$ cat src/verilog/lat_pkg.sv
// Constants and types of the light sensor conversion and threshold block
// Summary of operation
// Low threshold bytes at 04/05, reset 00
// High threshold bytes at 06/07, reset ff
// Integration lasts exactly 2^n oscillator cycles
// Resolution from command II bits 3:2
// Result to data bytes 02/03, scale 2^n
// Host converts data to lux itself
// Scheme one subtracts ambient, signed, half resolution
// Host may difference proximity and IR results
// Host picks flicker-cancelling integration time
// Codes 00,01,10,11 give 16,12,8,4 bits
// Flag after m consecutive out-of-window results
// Flag stays until command I write completes
// Mode change zeroes persist counter
// Unsigned 16-bit compare against assembled thresholds
package lat_pkg;
   localparam logic [2:0] LAT_ADDR_CMD1 = 3'h0;
   localparam logic [2:0] LAT_ADDR_CMD2 = 3'h1;
   localparam logic [2:0] LAT_ADDR_DATA_LSB = 3'h2;
   localparam logic [2:0] LAT_ADDR_DATA_MSB = 3'h3;
   localparam logic [2:0] LAT_ADDR_LOW_LSB = 3'h4;
   localparam logic [2:0] LAT_ADDR_LOW_MSB = 3'h5;
   localparam logic [2:0] LAT_ADDR_HIGH_LSB = 3'h6;
   localparam logic [2:0] LAT_ADDR_HIGH_MSB = 3'h7;
   localparam logic [7:0] LAT_RST_CMD = 8'h00;
   localparam logic [7:0] LAT_RST_DATA = 8'h00;
   localparam logic [7:0] LAT_RST_LOW = 8'h00;
   localparam logic [7:0] LAT_RST_HIGH = 8'hff;
   localparam int LAT_MODE_POS = 5;
   localparam int LAT_FLAG_POS = 2;
   localparam int LAT_PERSIST_POS = 0;
   localparam int LAT_SCHEME_POS = 7;
   localparam int LAT_RES_POS = 2;
   localparam logic [7:0] LAT_CMD1_WMASK = 8'he3;
   localparam logic [2:0] LAT_MODE_OFF = 3'h0;
   localparam logic [16:0] LAT_CNT_MAX = 17'h0ffff;
   localparam logic [16:0] LAT_CYC_RES16 = 17'h10000;
   localparam logic [16:0] LAT_CYC_RES12 = 17'h01000;
   localparam logic [16:0] LAT_CYC_RES8 = 17'h00100;
   localparam logic [16:0] LAT_CYC_RES4 = 17'h00010;
   localparam logic [4:0] LAT_PERSIST_1 = 5'h01;
   localparam logic [4:0] LAT_PERSIST_4 = 5'h04;
   localparam logic [4:0] LAT_PERSIST_8 = 5'h08;
   localparam logic [4:0] LAT_PERSIST_16 = 5'h10;

   typedef struct packed {
      logic wr;
      logic rd;
      logic [2:0] addr;
      logic [7:0] wdata;
   } lat_bus_req_t;

   typedef enum {LAT_IDLE, LAT_INTEG} lat_state_t;
endpackage

$ cat src/verilog/lat_core.sv
// Conversion timing, result registers and threshold interrupt
`timescale 1ns/1ps
`default_nettype none
module lat_core (
   input wire logic sys_clk,
   input wire logic sys_rst,
   input wire lat_pkg::lat_bus_req_t bus_req,
   output logic [7:0] reg_rdata,
   input wire logic osc_clk_pin,
   input wire logic charge_pulse_pin,
   input wire logic led_phase_pin,
   output logic conv_done,
   output logic int_n
);
   import lat_pkg::*;

   logic [7:0] cmd1_q, cmd2_q, data_lsb_q, data_msb_q;
   logic [7:0] low_lsb_q, low_msb_q, high_lsb_q, high_msb_q;
   logic [2:0] s1_q, s2_q, s3_q;
   lat_state_t state_q;
   logic [16:0] osc_cnt_q, target;
   logic signed [16:0] acc_q;
   logic [15:0] result, low_thr, high_thr;
   logic [4:0] persist_q, persist_m;
   logic [2:0] mode_q;
   logic once_done_q, flag_q, end_conv, outside, run;
   logic osc_edge, pulse_edge, led_on, cmd1_wr, mode_change;
   logic res_change;

   // Pins pass two flops; third stage serves edge detect only
   always_ff @(posedge sys_clk or posedge sys_rst) begin
      if (sys_rst) begin
         s1_q <= 3'h0;
         s2_q <= 3'h0;
         s3_q <= 3'h0;
      end else begin
         s1_q <= {led_phase_pin, charge_pulse_pin, osc_clk_pin};
         s2_q <= s1_q;
         s3_q <= s2_q;
      end
   end
   assign osc_edge = s2_q[0] & ~s3_q[0];
   assign pulse_edge = s2_q[1] & ~s3_q[1];
   assign led_on = s2_q[2];

   assign cmd1_wr = bus_req.wr && (bus_req.addr == LAT_ADDR_CMD1);
   assign mode_change = cmd1_wr &&
      (bus_req.wdata[LAT_MODE_POS +: 3] != cmd1_q[LAT_MODE_POS +: 3]);
   // A new resolution restarts the count, so no result mixes two lengths
   assign res_change = bus_req.wr && (bus_req.addr == LAT_ADDR_CMD2) &&
      (bus_req.wdata[LAT_RES_POS +: 2] != cmd2_q[LAT_RES_POS +: 2]);

   // Code 00 is the longest integration
   always_comb begin
      unique case (cmd2_q[LAT_RES_POS +: 2])
         2'b00: target = LAT_CYC_RES16;
         2'b01: target = LAT_CYC_RES12;
         2'b10: target = LAT_CYC_RES8;
         2'b11: target = LAT_CYC_RES4;
      endcase
   end

   // Persist code picks how many results in a row must miss the window
   always_comb begin
      unique case (cmd1_q[LAT_PERSIST_POS +: 2])
         2'b00: persist_m = LAT_PERSIST_1;
         2'b01: persist_m = LAT_PERSIST_4;
         2'b10: persist_m = LAT_PERSIST_8;
         2'b11: persist_m = LAT_PERSIST_16;
      endcase
   end

   assign mode_q = cmd1_q[LAT_MODE_POS +: 3];
   // Once modes stop after one result; continuous modes have bit 7 set
   assign run = (mode_q != LAT_MODE_OFF) && (mode_q[2] || !once_done_q);
   // An aborted integration never reports a result
   assign end_conv = (state_q == LAT_INTEG) && osc_edge &&
      !mode_change && !res_change &&
      (osc_cnt_q == target - 17'h00001);

   always_ff @(posedge sys_clk or posedge sys_rst) begin
      if (sys_rst) begin
         state_q <= LAT_IDLE;
         osc_cnt_q <= 17'h0;
      end else if (mode_change || res_change ||
                   !run) begin
         state_q <= LAT_IDLE;
         osc_cnt_q <= 17'h0;
      end else begin
         unique case (state_q)
            LAT_IDLE: begin
               if (osc_edge) begin
                  state_q <= LAT_INTEG;
                  osc_cnt_q <= 17'h0;
               end
            end
            LAT_INTEG: begin
               if (end_conv) begin
                  osc_cnt_q <= 17'h0;
               end else if (osc_edge) begin
                  osc_cnt_q <= osc_cnt_q + 17'h00001;
               end
            end
         endcase
      end
   end

   // Charge packets count up; under scheme one the LED-off phase
   // counts down, which removes the ambient share on chip
   always_ff @(posedge sys_clk or posedge sys_rst) begin
      if (sys_rst) begin
         acc_q <= 17'sh0;
      end else if (state_q != LAT_INTEG || end_conv) begin
         acc_q <= 17'sh0;
      end else if (pulse_edge) begin
         if (cmd2_q[LAT_SCHEME_POS] && !led_on) begin
            acc_q <= acc_q - 17'sh00001;
         end else if (acc_q != $signed(LAT_CNT_MAX)) begin
            acc_q <= acc_q + 17'sh00001;
         end
      end
   end

   // Scheme one keeps the sign and drops one bit of resolution
   assign result = cmd2_q[LAT_SCHEME_POS] ?
      acc_q[16:1] : acc_q[15:0];

   always_ff @(posedge sys_clk or posedge sys_rst) begin
      if (sys_rst) begin
         data_lsb_q <= LAT_RST_DATA;
         data_msb_q <= LAT_RST_DATA;
         conv_done <= 1'b0;
         once_done_q <= 1'b0;
      end else begin
         // Pulse rises on the same edge as the data load so a reader sees fresh bytes
         conv_done <= end_conv;
         if (end_conv) begin
            data_lsb_q <= result[7:0];
            data_msb_q <= result[15:8];
         end
         if (mode_change) begin
            once_done_q <= 1'b0;
         end else if (end_conv) begin
            once_done_q <= 1'b1;
         end
      end
   end

   assign low_thr = {low_msb_q, low_lsb_q};
   assign high_thr = {high_msb_q, high_lsb_q};
   assign outside = (result < low_thr) || (result > high_thr);

   // Count saturates at m, so a long run cannot wrap back below it
   always_ff @(posedge sys_clk or posedge sys_rst) begin
      if (sys_rst) begin
         persist_q <= 5'h0;
      end else if (mode_change) begin
         persist_q <= 5'h0;
      end else if (end_conv) begin
         if (!outside) begin
            persist_q <= 5'h0;
         end else if (persist_q < persist_m) begin
            persist_q <= persist_q + 5'h01;
         end
      end
   end

   // A new trigger in the clearing cycle wins over the clear
   always_ff @(posedge sys_clk or posedge sys_rst) begin
      if (sys_rst) begin
         flag_q <= 1'b0;
      end else if (end_conv && outside && !mode_change &&
                   persist_q + 5'h01 >= persist_m) begin
         flag_q <= 1'b1;
      end else if (cmd1_wr) begin
         flag_q <= 1'b0;
      end
   end
   assign int_n = ~flag_q;

   // Data bytes are read only; a write to them is dropped
   always_ff @(posedge sys_clk or posedge sys_rst) begin
      if (sys_rst) begin
         cmd1_q <= LAT_RST_CMD;
         cmd2_q <= LAT_RST_CMD;
         low_lsb_q <= LAT_RST_LOW;
         low_msb_q <= LAT_RST_LOW;
         high_lsb_q <= LAT_RST_HIGH;
         high_msb_q <= LAT_RST_HIGH;
      end else if (bus_req.wr) begin
         unique case (bus_req.addr)
            LAT_ADDR_CMD1: cmd1_q <= bus_req.wdata & LAT_CMD1_WMASK;
            LAT_ADDR_CMD2: cmd2_q <= bus_req.wdata;
            LAT_ADDR_LOW_LSB: low_lsb_q <= bus_req.wdata;
            LAT_ADDR_LOW_MSB: low_msb_q <= bus_req.wdata;
            LAT_ADDR_HIGH_LSB: high_lsb_q <= bus_req.wdata;
            LAT_ADDR_HIGH_MSB: high_msb_q <= bus_req.wdata;
            default: ;
         endcase
      end
   end

   // Bit 2 of command I shows the live flag, never a stored bit
   always_ff @(posedge sys_clk or posedge sys_rst) begin
      if (sys_rst) begin
         reg_rdata <= 8'h00;
      end else if (bus_req.rd) begin
         unique case (bus_req.addr)
            LAT_ADDR_CMD1: reg_rdata <= cmd1_q | {5'h00, flag_q, 2'h0};
            LAT_ADDR_CMD2: reg_rdata <= cmd2_q;
            LAT_ADDR_DATA_LSB: reg_rdata <= data_lsb_q;
            LAT_ADDR_DATA_MSB: reg_rdata <= data_msb_q;
            LAT_ADDR_LOW_LSB: reg_rdata <= low_lsb_q;
            LAT_ADDR_LOW_MSB: reg_rdata <= low_msb_q;
            LAT_ADDR_HIGH_LSB: reg_rdata <= high_lsb_q;
            LAT_ADDR_HIGH_MSB: reg_rdata <= high_msb_q;
         endcase
      end
   end
endmodule
`default_nettype wire

$ cat config.mk
export PLATFORM = sky130hd
export DESIGN_NAME = lat_core
export DESIGN_NICKNAME = d
export VERILOG_FILES = /design/src/verilog/lat_pkg.sv /design/src/verilog/lat_core.sv
export SDC_FILE = /design/constraint.sdc
export NUM_CORES = 1
export LEC_CHECK = 0
export BUFFER_PORTS_ARGS = -buffer_cell sky130_fd_sc_hd__buf_2
export CAP_MARGIN = 5
export CORE_MARGIN = 4
export CORE_UTILIZATION = 60
export DETAILED_ROUTE_END_ITERATION = 12
export MAX_ROUTING_LAYER = met4
export PLACE_DENSITY = 0.76
export SYNTH_ARGS = -nofsm -noshare
export SYNTH_HDL_FRONTEND = slang
export SYNTH_SLANG_ARGS = --single-unit
$ cat constraint.sdc
create_clock -name sys_clk -period 4.8 [get_ports sys_clk]
set_input_delay 0.48 -clock sys_clk [delete_from_list [all_inputs] [get_ports sys_clk]]
set_output_delay 0.48 -clock sys_clk [all_outputs]
set_load 0.02 [all_outputs]
* Word-level counts from Yosys, hierarchy flattened
Cells that the tools add are included.
W data, S select, Z words.
** Word-level totals
- Register bits :: 151
- Input port bits :: 18
** Cells by class
- Add/subtract/negate cells :: 5
- $lt $le $gt $ge :: 4
- Equal/unequal tests :: 23
- Muxes and demuxes :: 24
- Bitwise operators :: 6
- Reduce and logical (&&, ||, !) cells :: 44
** Operator list (count)
- $mux W17 :: 8
- $mux W32 :: 3
- $pmux W17 S4 :: 1
- $pmux W8 S8 :: 1
- $pmux W17 S2 :: 1
- $eq A32 B1 Y1 const B :: 1
- $eq A32 B2 Y1 const B :: 1
- $logic_not A32 Y1 :: 1
- $ne A32 B2 Y1 const B :: 1
- $mux W5 :: 4
- $pmux W5 S4 :: 1
- $reduce_and A2 Y1 :: 10
- $add A17 B1 Y17 const B :: 1
- $add A17 B2 Y17 const B :: 1
- $eq A17 B17 Y1 :: 1
- $ne A17 B17 Y1 const B :: 1
- $sub A17 B1 Y17 const B :: 1
- $sub A17 B2 Y17 const B :: 1
- $gt A16 B16 Y1 :: 1
- $lt A16 B16 Y1 :: 1
- $mux W16 :: 1
- $logic_and A1 B1 Y1 :: 13
- $eq A3 B3 Y1 const B :: 4
- $reduce_bool A2 Y1 :: 5
- 21 further kinds :: 42

* Depth between registers and ports, before layout
Gate-level depths: netlist of the first run.
- Depth in word-level cells :: 11
- Mapped depth :: 12

* Worst setup path after synthesis of the first run
No wires, ideal clock.
- Kind :: register -> register
- Start :: register cmd2_q[7]
- End :: register persist_q[1]
- Library setup time :: 120 ps
- Arrival :: 3272 ps
- Required time :: 4680 ps
- Path slack :: 1408 ps
- Stages on the path, launching flop included :: 13
- Path buffers :: 2
- Clock period less this slack :: 3392 ps
- Cell sequence :: dfrtp_1 buf_2 buf_1 mux2_2 ha_1 nor2b_1 o21a_1 o21a_1 o21ai_0 o211ai_1 a221oi_1 o21ai_0 a31o_2
** On the way
- Word-level cells in the longest chain between the ends :: 6
** Ends and longest elaborated chain
- from (decl) :: RTL line lat_core.sv:17 : logic [7:0] cmd1_q, cmd2_q, data_lsb_q, data_msb_q;
- from (signal assigned) :: RTL line lat_core.sv:193 : LAT_ADDR_CMD2: cmd2_q <= bus_req.wdata;
- $mux W16 (*) :: RTL line lat_core.sv:125 : assign result = cmd2_q[LAT_SCHEME_POS] ?
- net result[1] :: RTL line lat_core.sv:23 : logic [15:0] result, low_thr, high_thr;
- $lt A16 B16 Y1 / $gt A16 B16 Y1 (equally long branches) :: RTL line lat_core.sv:151 : assign outside = (result < low_thr) || (result > high_thr);
- $logic_or A1 B1 Y1 (*) :: RTL line lat_core.sv:151
- $mux W5 :: RTL line lat_core.sv:160 : if (!outside) begin
- $mux W5 :: RTL line lat_core.sv:159 : end else if (end_conv) begin
- $mux W5 :: RTL line lat_core.sv:157 : end else if (mode_change) begin
- to (signal assigned) :: RTL line lat_core.sv:163 : persist_q <= persist_q + 5'h01;
- to (decl) :: RTL line lat_core.sv:24 : logic [4:0] persist_q, persist_m;
The timed path passes the listed nets; every way through them passes the cells marked *. The select of a mux whose other input is x is not followed.
A chain may end at the register's enable or synchronous reset.

* Final worst setup path of the first run
- Start :: register cmd2_q[7]
- End :: register persist_q[4]
The elaborated chain is that of the path after synthesis.

==> qor.yml, run 1 <==
logic_synthesis:
  synth.distinct_cells: 62
  syn_area_um2: 7380
  yosysSeqAreaShare_pct: 41.0
  synth_edf_count: 0
  ys_warn_count: 0
  synthCells: 754
  synth-seq-cells: 120
  yosys.area.top_type_share_pct: 35.3
  async_reset_ff_share_pct: 100
  ys.flop_type: "dfrtp_1"
  synth_top_cell_by_area: "dfrtp_1"
  synth_area_leaders: "dfrtp_1, ha_1, mux2_2, dfstp_2, nand2_1"
  syn-num-nets: 829
  avgSynthCellArea_um2: 9.79
setup_path:
  endpoint_kind: "flop"
  startpoint_type: "flop"
  critPathMaxFanout: 19
  cp.required_ns: 5.10
  cp_data_arrival_time_ns: 3.75
  crit_type: "flop to flop"
detailed_routing:
  wl_mm: 18.1
  drt-initial-drc-count: 456
  drtPass1Iterations: 5
  wl_per_cell_um: 19.3
  viasPerCell: 6.25
  final_antenna_net_count: 0
  vias: 5864
  drcViolationCount: 0
final_layout:
  drive_above_1_share_pct: 19.6
  stdcell_area_um2: 8300
  ff_latch_area_um2: 3020
  n_fill_cell: 940
  synthToLayoutAreaGrowth_pct: 12.4
  nets: 855
  layout_commonest_cell: "dfrtp_1"
  diodes: 0
  layout_common_cells: "dfrtp_1, nand2_1, ha_1"
  multi_input_area_um2: 4090
floorplan:
  initial_core_util_pct: 61.4
  die-width_um: 119
  row_count: 40
  core_area_um2: 12000
  fp.dieArea_um2: 14100
  io_pins: 28
  fp.dieH_um: 119
power_and_ir_drop:
  p_int_mw: 2.36
  powerDensity_nw_per_um2: 401
  combPwrFrac_pct: 21.6
  p_leak_nw: 3.99
  clkPwrFrac_pct: 40.3
  ir_drop_mv: 0.242
  seqPwrFrac_pct: 38.1
  power_mw: 3.33
  sw_frac_of_total_pct: 29.1
  power.switching_mw: 0.970
global_route:
  grt_pass1_wl_mm: 30.2
  antenna_found_initial: 0
  grt_max_degree: 74
  first_global_vias: 5801
  grt-ovfl-total: 0
  grt_usage_pct: 27.9
job:
  cap_violations: 0
timing:
  fmax_ghz: 0.290
  relSlewSlack_pct: 38.0
  hold_viol_final: 0
  tns_ns: 0
  finalMaxSlewViolations: 0
  setup_viol: 0
  finClkSkew_ns: 0.00952
  tightest_slew_ns: 0.931
  fin_crit_sh_pct: 71.9
  fin_crit_ns: 3.45
  rsz0062_at_grt: "no"
clocking:
  clkSinkCount: 120
  post_cts_buffers: 0
  post_cts_resized: 0
  clkLatencyLatePin_ns: 0.42
  root_buffer: "clkbuf_16"
  cts_made_buffers: 17
  clkSlewWorstSetupHoldPaths_ns: 0.05
  h-tree-depth: 4
  cts.path.max_buffers: 2
  cts_tree: "yes"
  hold_buffers: 0
place:
  place_area_um2: 7680
  place.gp.congestion: 0.921
  dp_hpwl_mm: 12.7
  port_buffers: 27
status:
  status: "completed"
worst_hold_path:
  hp-class: "primary input to flop"
## critical path, stage by stage, from the launching register on
cell and delay [ns]:
dfrtp_1 0.79, mux2_2 0.47, ha_1 0.31, a21o_1 0.18, a21o_1 0.18, a21oi_1 0.20
o21a_1 0.13, o211ai_1 0.09, a221oi_1 0.28, buf_4 0.21, o21ai_0 0.19, a31o_2 0.30
## stage by stage
step                std cells  util [%]  hold slack [ns]  setup slack, ns
CTS                       938      69.1            0.155             1.36
finish                    938      69.1            0.170             1.35
global route              938      69.1            0.152             1.08
detailed placement        908      63.9            0.336             1.38
global placement          908      63.9            0.335             1.44
floorplan                 754         -            0.331             1.16
## state kept, by name, summed over array words and instances (netlist names), 2 cells and up
register and count:
high_msb_q 8, cmd1_q 5, s1_q 3, data_msb_q 8, persist_q 5, high_lsb_q 8, s2_q 3, reg_rdata 8
acc_q 17, s3_q 2, osc_cnt_q 17, data_lsb_q 8, low_lsb_q 8, low_msb_q 8, cmd2_q 8
## logic make-up after synthesis
kind of cell	Yosys count	share of synthesized area, %
xor+xnor	28	3.32
mux	78	12.0
buf+inv	75	3.90
simple gates	232	15.9
flops	120	41.0
fa+ha+maj	57	9.77
compound gates	164	14.1
## final timing paths
check,start,to,slack (ns),cells after the start
hold / removal,osc_clk_pin,s1_q[0],0.17,1
min in group asynchronous,sys_rst,low_lsb_q[0],0.23,3
setup reg to reg,cmd2_q[7],persist_q[4],1.35,11
hold reg to reg,s1_q[1],s2_q[1],0.35,0
max in group asynchronous,sys_rst,osc_cnt_q[15],3.83,3
setup / recovery,cmd2_q[7],persist_q[4],1.35,11
## per-layer routing
metal  track usage, %  routed length (um)  vias to the layer above
li1                 -                   -                     2757
met1             36.4                8000                     2920
met2             43.3                8710                      157
met3             5.18                 863                       30
met4             11.2                 497                        0
met5                -                   0                        -
## synthesized netlist by cell type (all sizes together) (3+ instances only)
| master | instances |
|---|---|
| dfrtp | 104 |
| nand2 | 79 |
| ha | 56 |
| mux2 | 55 |
| nor2 | 52 |
| o21ai | 46 |
| inv | 44 |
| a21oi | 42 |
| clkbuf | 22 |
| mux2i | 20 |
| a21o | 18 |
| dfstp | 16 |
| xnor2 | 16 |
| nand3 | 14 |
| nand4 | 12 |
| xor2 | 12 |
| nor2b | 10 |
| buf | 9 |
| nand2b | 9 |
| nor3 | 9 |
| nor4 | 8 |
| o21a | 8 |
| o211ai | 7 |
| nor3b | 6 |
| a211oi | 5 |
| a31o | 5 |
| a31oi | 5 |
| and3 | 5 |
| nor4b | 5 |
| a22oi | 4 |
| nand3b | 4 |
| mux4 | 3 |
| o221ai | 3 |
| o22ai | 3 |
| o31ai | 3 |
| or4 | 3 |
## power by group through the flow
stage | logic (mW) | registers [mW] | clock network, mW
final | 0.720 | 1.27 | 1.34
after global routing | 0.805 | 1.29 | 1.41
after CTS | 0.717 | 1.27 | 1.36
after detailed placement | 0.708 | 1.28 | 0
after global placement | 0.685 | 1.27 | 0
after floorplan | 0.537 | 1.25 | 0
## final cells by class
type / count / area share (%)
Multi-Input combinational cell: 559 / 49.2
Sequential cell: 120 / 36.4
Clock buffer: 21 / 5.67
Timing Repair Buffer: 38 / 2.62
Tap cell: 147 / 2.22
Inverter: 44 / 2.02
Clock inverter: 9 / 1.78
No activity file was read; power rests on OpenSTA's default activity.
==> run 2, diff against run 1 <==
ABC_AREA = 1   (was not set)
CORE_UTILIZATION = 57   (was 60)
PLACE_DENSITY = 0.75   (was 0.76)
clock period = 3 ns   (was 4.8 ns; I/O delays follow)
==> run 2 against run 1 <==
Compared with the run above: register-to-register slack worse by 1.0 ns; non-clock buffer count is 1 lower; synthesized area is 2.8% higher; clock power is 60% higher; cell count is 28% higher; die area is 7.7% higher; critical path depth is 1 lower; sequential share of layout area is 1.1 points lower; final area is 3.0% higher; hold slack worse by 0.065 ns; first-iteration DRC count is 6.1% higher; sequential power is 61% higher; largest cell class unchanged; highest routed layer unchanged.
==> qor.yml, run 2 <==
place:
  port_buffers: 27  # unchanged
  dp_hpwl_mm: 14.2  # was 12.7 mm
  dpl_worst_slack_ns: 0.439  # was 1.38 ns
  place_area_um2: 7890  # was 7680 um^2
  place.gp.congestion: 0.940  # was 0.921
setup_path:
  crit_type: "flop to flop"  # unchanged
  critPathMaxFanout: 17  # was 19
  critPathMaxStageDelay_ns: 0.55  # was 0.79 ns
  crit_family: "compound AO/OA/AOI/OAI gates"  # unchanged
  crit_top_cell: "a21oi_1"  # was a21o_1
  cp.required_ns: 3.36  # was 5.10 ns
  cp_cell_sequence: "inv_2 -> o21ai_0 -> ha_1 -> a21oi_1 -> o21ai_0 -> a21oi_1 -> nand2_1 -> a21oi_1 -> nand4_1 -> nand2_1"  # was mux2_2 -> ha_1 -> a21o_1 -> a21o_1 -> a21oi_1 -> o21a_1 -> o211ai_1 -> a221oi_1 -> buf_4 -> o21ai_0 -> a31o_2
  cp_data_arrival_time_ns: 3.01  # was 3.75 ns
  cp_num_buf_inv: 1  # unchanged
  crit_path_top_delay_cell: "o21ai_0"  # was dfrtp_1
  startpoint_type: "flop"  # unchanged
  endpoint_kind: "flop"  # unchanged
logic_synthesis:
  async_reset_ff_share_pct: 100  # unchanged
  synthCells: 981  # was 754
  synth.distinct_cells: 54  # was 62
  synth_top_cell_by_area: "dfrtp_1"  # unchanged
  syn-num-nets: 1056  # was 829
  yosysSeqAreaShare_pct: 39.9  # was 41.0%
  yosys.area.top_type_share_pct: 34.3  # was 35.3%
  synth_edf_count: 0  # unchanged
  avgSynthCellArea_um2: 7.73  # was 9.79 um^2
  syn_area_um2: 7580  # was 7380 um^2
  yosys-top-cells-count: "nand2_1, inv_1, dfrtp_1"  # was dfrtp_1, nand2_1, ha_1
  ys_warn_count: 0  # unchanged
  post-synth-top-count-cell: "nand2_1"  # was dfrtp_1
  ys.flop_type: "dfrtp_1"  # unchanged
  synth-seq-cells: 120  # unchanged
  synth_area_leaders: "dfrtp_1, nand2_1, ha_1, o21ai_0, inv_1"  # was dfrtp_1, ha_1, mux2_2, dfstp_2, nand2_1
timing:
  relSlewSlack_pct: 57.1  # was 38.0%
  tns_ns: 0  # unchanged
  fin_crit_sh_pct: 88.3  # was 71.9%
  hold_viol_final: 0  # unchanged
  finClkSkew_ns: 0.00749  # was 0.00952 ns
  fin_crit_ns: 2.65  # was 3.45 ns
  setup_viol: 0  # unchanged
  fmax_ghz: 0.377  # was 0.290 GHz
  tightest_slew_ns: 0.637  # was 0.931 ns
  fin_ws_ns: 0.350  # was 1.35 ns
  rsz0062_at_grt: "no"  # unchanged
  finalMaxSlewViolations: 0  # unchanged
clocking:
  cts_tree: "yes"  # unchanged
  clkLatencyLatePin_ns: 0.43  # was 0.42 ns
  post_cts_resized: 0  # unchanged
  h-tree-depth: 4  # unchanged
  cts.path.max_buffers: 2  # unchanged
  root_buffer: "clkbuf_16"  # unchanged
  cts_made_buffers: 17  # unchanged
  clkSinkCount: 120  # unchanged
  clkSlewWorstSetupHoldPaths_ns: 0.06  # was 0.05 ns
detailed_routing:
  final_antenna_net_count: 0  # unchanged
  drt-met1-wl_mm: 8.56  # was 8.00 mm
  drtPass1Iterations: 6  # was 5
  top_layer_used: "met4"  # unchanged
  routed-wl-met3_mm: 1.22  # was 863 um
  vias: 6747  # was 5,864
  drcViolationCount: 0  # unchanged
  drt-initial-drc-count: 484  # was 456
  viasPerCell: 5.61  # was 6.25
  wl_mm: 19.5  # was 18.1 mm
  wl_per_cell_um: 16.2  # was 19.3 um
  met2WireLength_mm: 9.18  # was 8.71 mm
floorplan:
  initial_core_util_pct: 59.1  # was 61.4%
  fp.dieArea_um2: 15200  # was 14,100 um^2
  core_area_um2: 12800  # was 12,000 um^2
  io_pins: 28  # unchanged
  fp.dieH_um: 123  # was 119 um
  die-width_um: 123  # was 119 um
  row_count: 41  # was 40
final_layout:
  nets: 1093  # was 855
  drive_above_1_share_pct: 11.3  # was 19.6%
  reg_top3: "acc_q x17, osc_cnt_q x17"  # unchanged
  multi_input_area_um2: 3980  # was 4090 um^2
  n_fill_cell: 1126  # was 940
  diodes: 0  # unchanged
  ff_latch_area_um2: 3020  # unchanged
  synthToLayoutAreaGrowth_pct: 12.7  # was 12.4%
  layout_commonest_cell: "nand2_1"  # was dfrtp_1
  layout_common_cells: "nand2_1, inv_1, dfrtp_1"  # was dfrtp_1, nand2_1, ha_1
  stdcell_area_um2: 8550  # was 8300 um^2
status:
  status: "completed"  # unchanged
global_route:
  grt_max_degree: 62  # was 74
  first_global_vias: 6403  # was 5,801
  grt-ovfl-total: 0  # unchanged
  grt_usage_pct: 28.4  # was 27.9%
  antenna_found_initial: 0  # unchanged
  grt_pass1_wl_mm: 32.3  # was 30.2 mm
power_and_ir_drop:
  powerDensity_nw_per_um2: 651  # was 401 nW/um^2
  power_mw: 5.56  # was 3.33 mW
  ir_drop_mv: 0.469  # was 0.242 mV
  p_leak_nw: 4.34  # was 3.99 nW
job:
  cap_violations: 0  # unchanged
worst_hold_path:
  hp-class: "primary input to flop"  # unchanged
[run 2: cell count changes in the layout (fill, tap and decap cells not counted), moves of 8 or more]
cell      change
nand4_1      +11
nand2_1     +195
o21ai_0      +49
o22ai_1       +8
xnor2_1       -8
a21o_1       -15
inv_1        +76
mux2i_1      -19
nor2_1       +13
nand3_1      +23
nor2b_1      -10
nand2b_1      -9
mux2_2       -52
[run 2: path summary, 6_finish.rpt]
path / slack, ns / from / depth (start not counted) / end
worst max-delay path: 0.35 / cmd2_q[7] / 10 / persist_q[4]
worst min-delay path: 0.11 / bus_req[0] / 3 / cmd1_q[0]
worst max register to register: 0.35 / cmd2_q[7] / 10 / persist_q[4]
worst min register to register: 0.35 / s1_q[0] / 0 / s2_q[0]
max in group asynchronous: 1.63 / sys_rst / 4 / high_msb_q[5]
min in group asynchronous: 0.50 / sys_rst / 3 / osc_cnt_q[3]
[run 2: what timing repair did]
action                                 CTS  global route
hold buffers                             4             0
setup buffers                            0             0
endpoints found under the hold margin   30             0
[run 2: per-stage QoR]
step                      util, %  hold slack [ns]  instances
after floorplan                 -            0.331        981
after global placement       61.5            0.333       1167
after detailed placement     61.5            0.336       1167
after CTS                    66.7           0.0990       1203
after global routing         66.7            0.109       1203
final                        66.7            0.105       1203
[run 2: cell families (layout without fill, tap and decap cells)]
logic type	Yosys count	in the layout	share of synthesized area [%]
AND/OR/NAND/NOR	443	443	25.5
AO/OA/AOI/OAI	184	184	13.7
buffers and inverters	146	196	7.67
flip-flops	120	120	39.9
adder cells (fa/ha/maj)	57	57	9.50
XOR/XNOR	27	27	3.12
multiplexers	4	4	0.577
[run 2: area by class of cell]
| type | instances | area share [%] |
|---|---|---|
| well taps | 172 | 2.52 |
| flip-flops and latches | 120 | 35.4 |
| clock inverters | 10 | 1.67 |
| inverters | 127 | 5.62 |
| multi-input cells | 715 | 46.6 |
| repair buffers | 37 | 2.72 |
| clock buffers | 22 | 5.55 |
[run 2: worst register-to-register path: stages, from the launching register on]
cell,delay (ns)
dfrtp_1,0.36
inv_2,0.12
o21ai_0,0.56
ha_1,0.37
a21oi_1,0.12
o21ai_0,0.09
a21oi_1,0.14
nand2_1,0.13
a21oi_1,0.42
nand4_1,0.18
nand2_1,0.10
[run 2: routing by layer]
| metal | vias up | GRT usage, % |
|---|---|---|
| met5 | - | - |
| met3 | 46 | 5.95 |
| li1 | 3306 | - |
| met2 | 204 | 44.0 |
| met1 | 3191 | 36.7 |
| met4 | 0 | 11.6 |
[run 2: power by group]
group,internal (mW),switching [mW],total (mW)
clock network,1.37,0.774,2.15
registers,1.85,0.201,2.05
logic,0.481,0.886,1.37
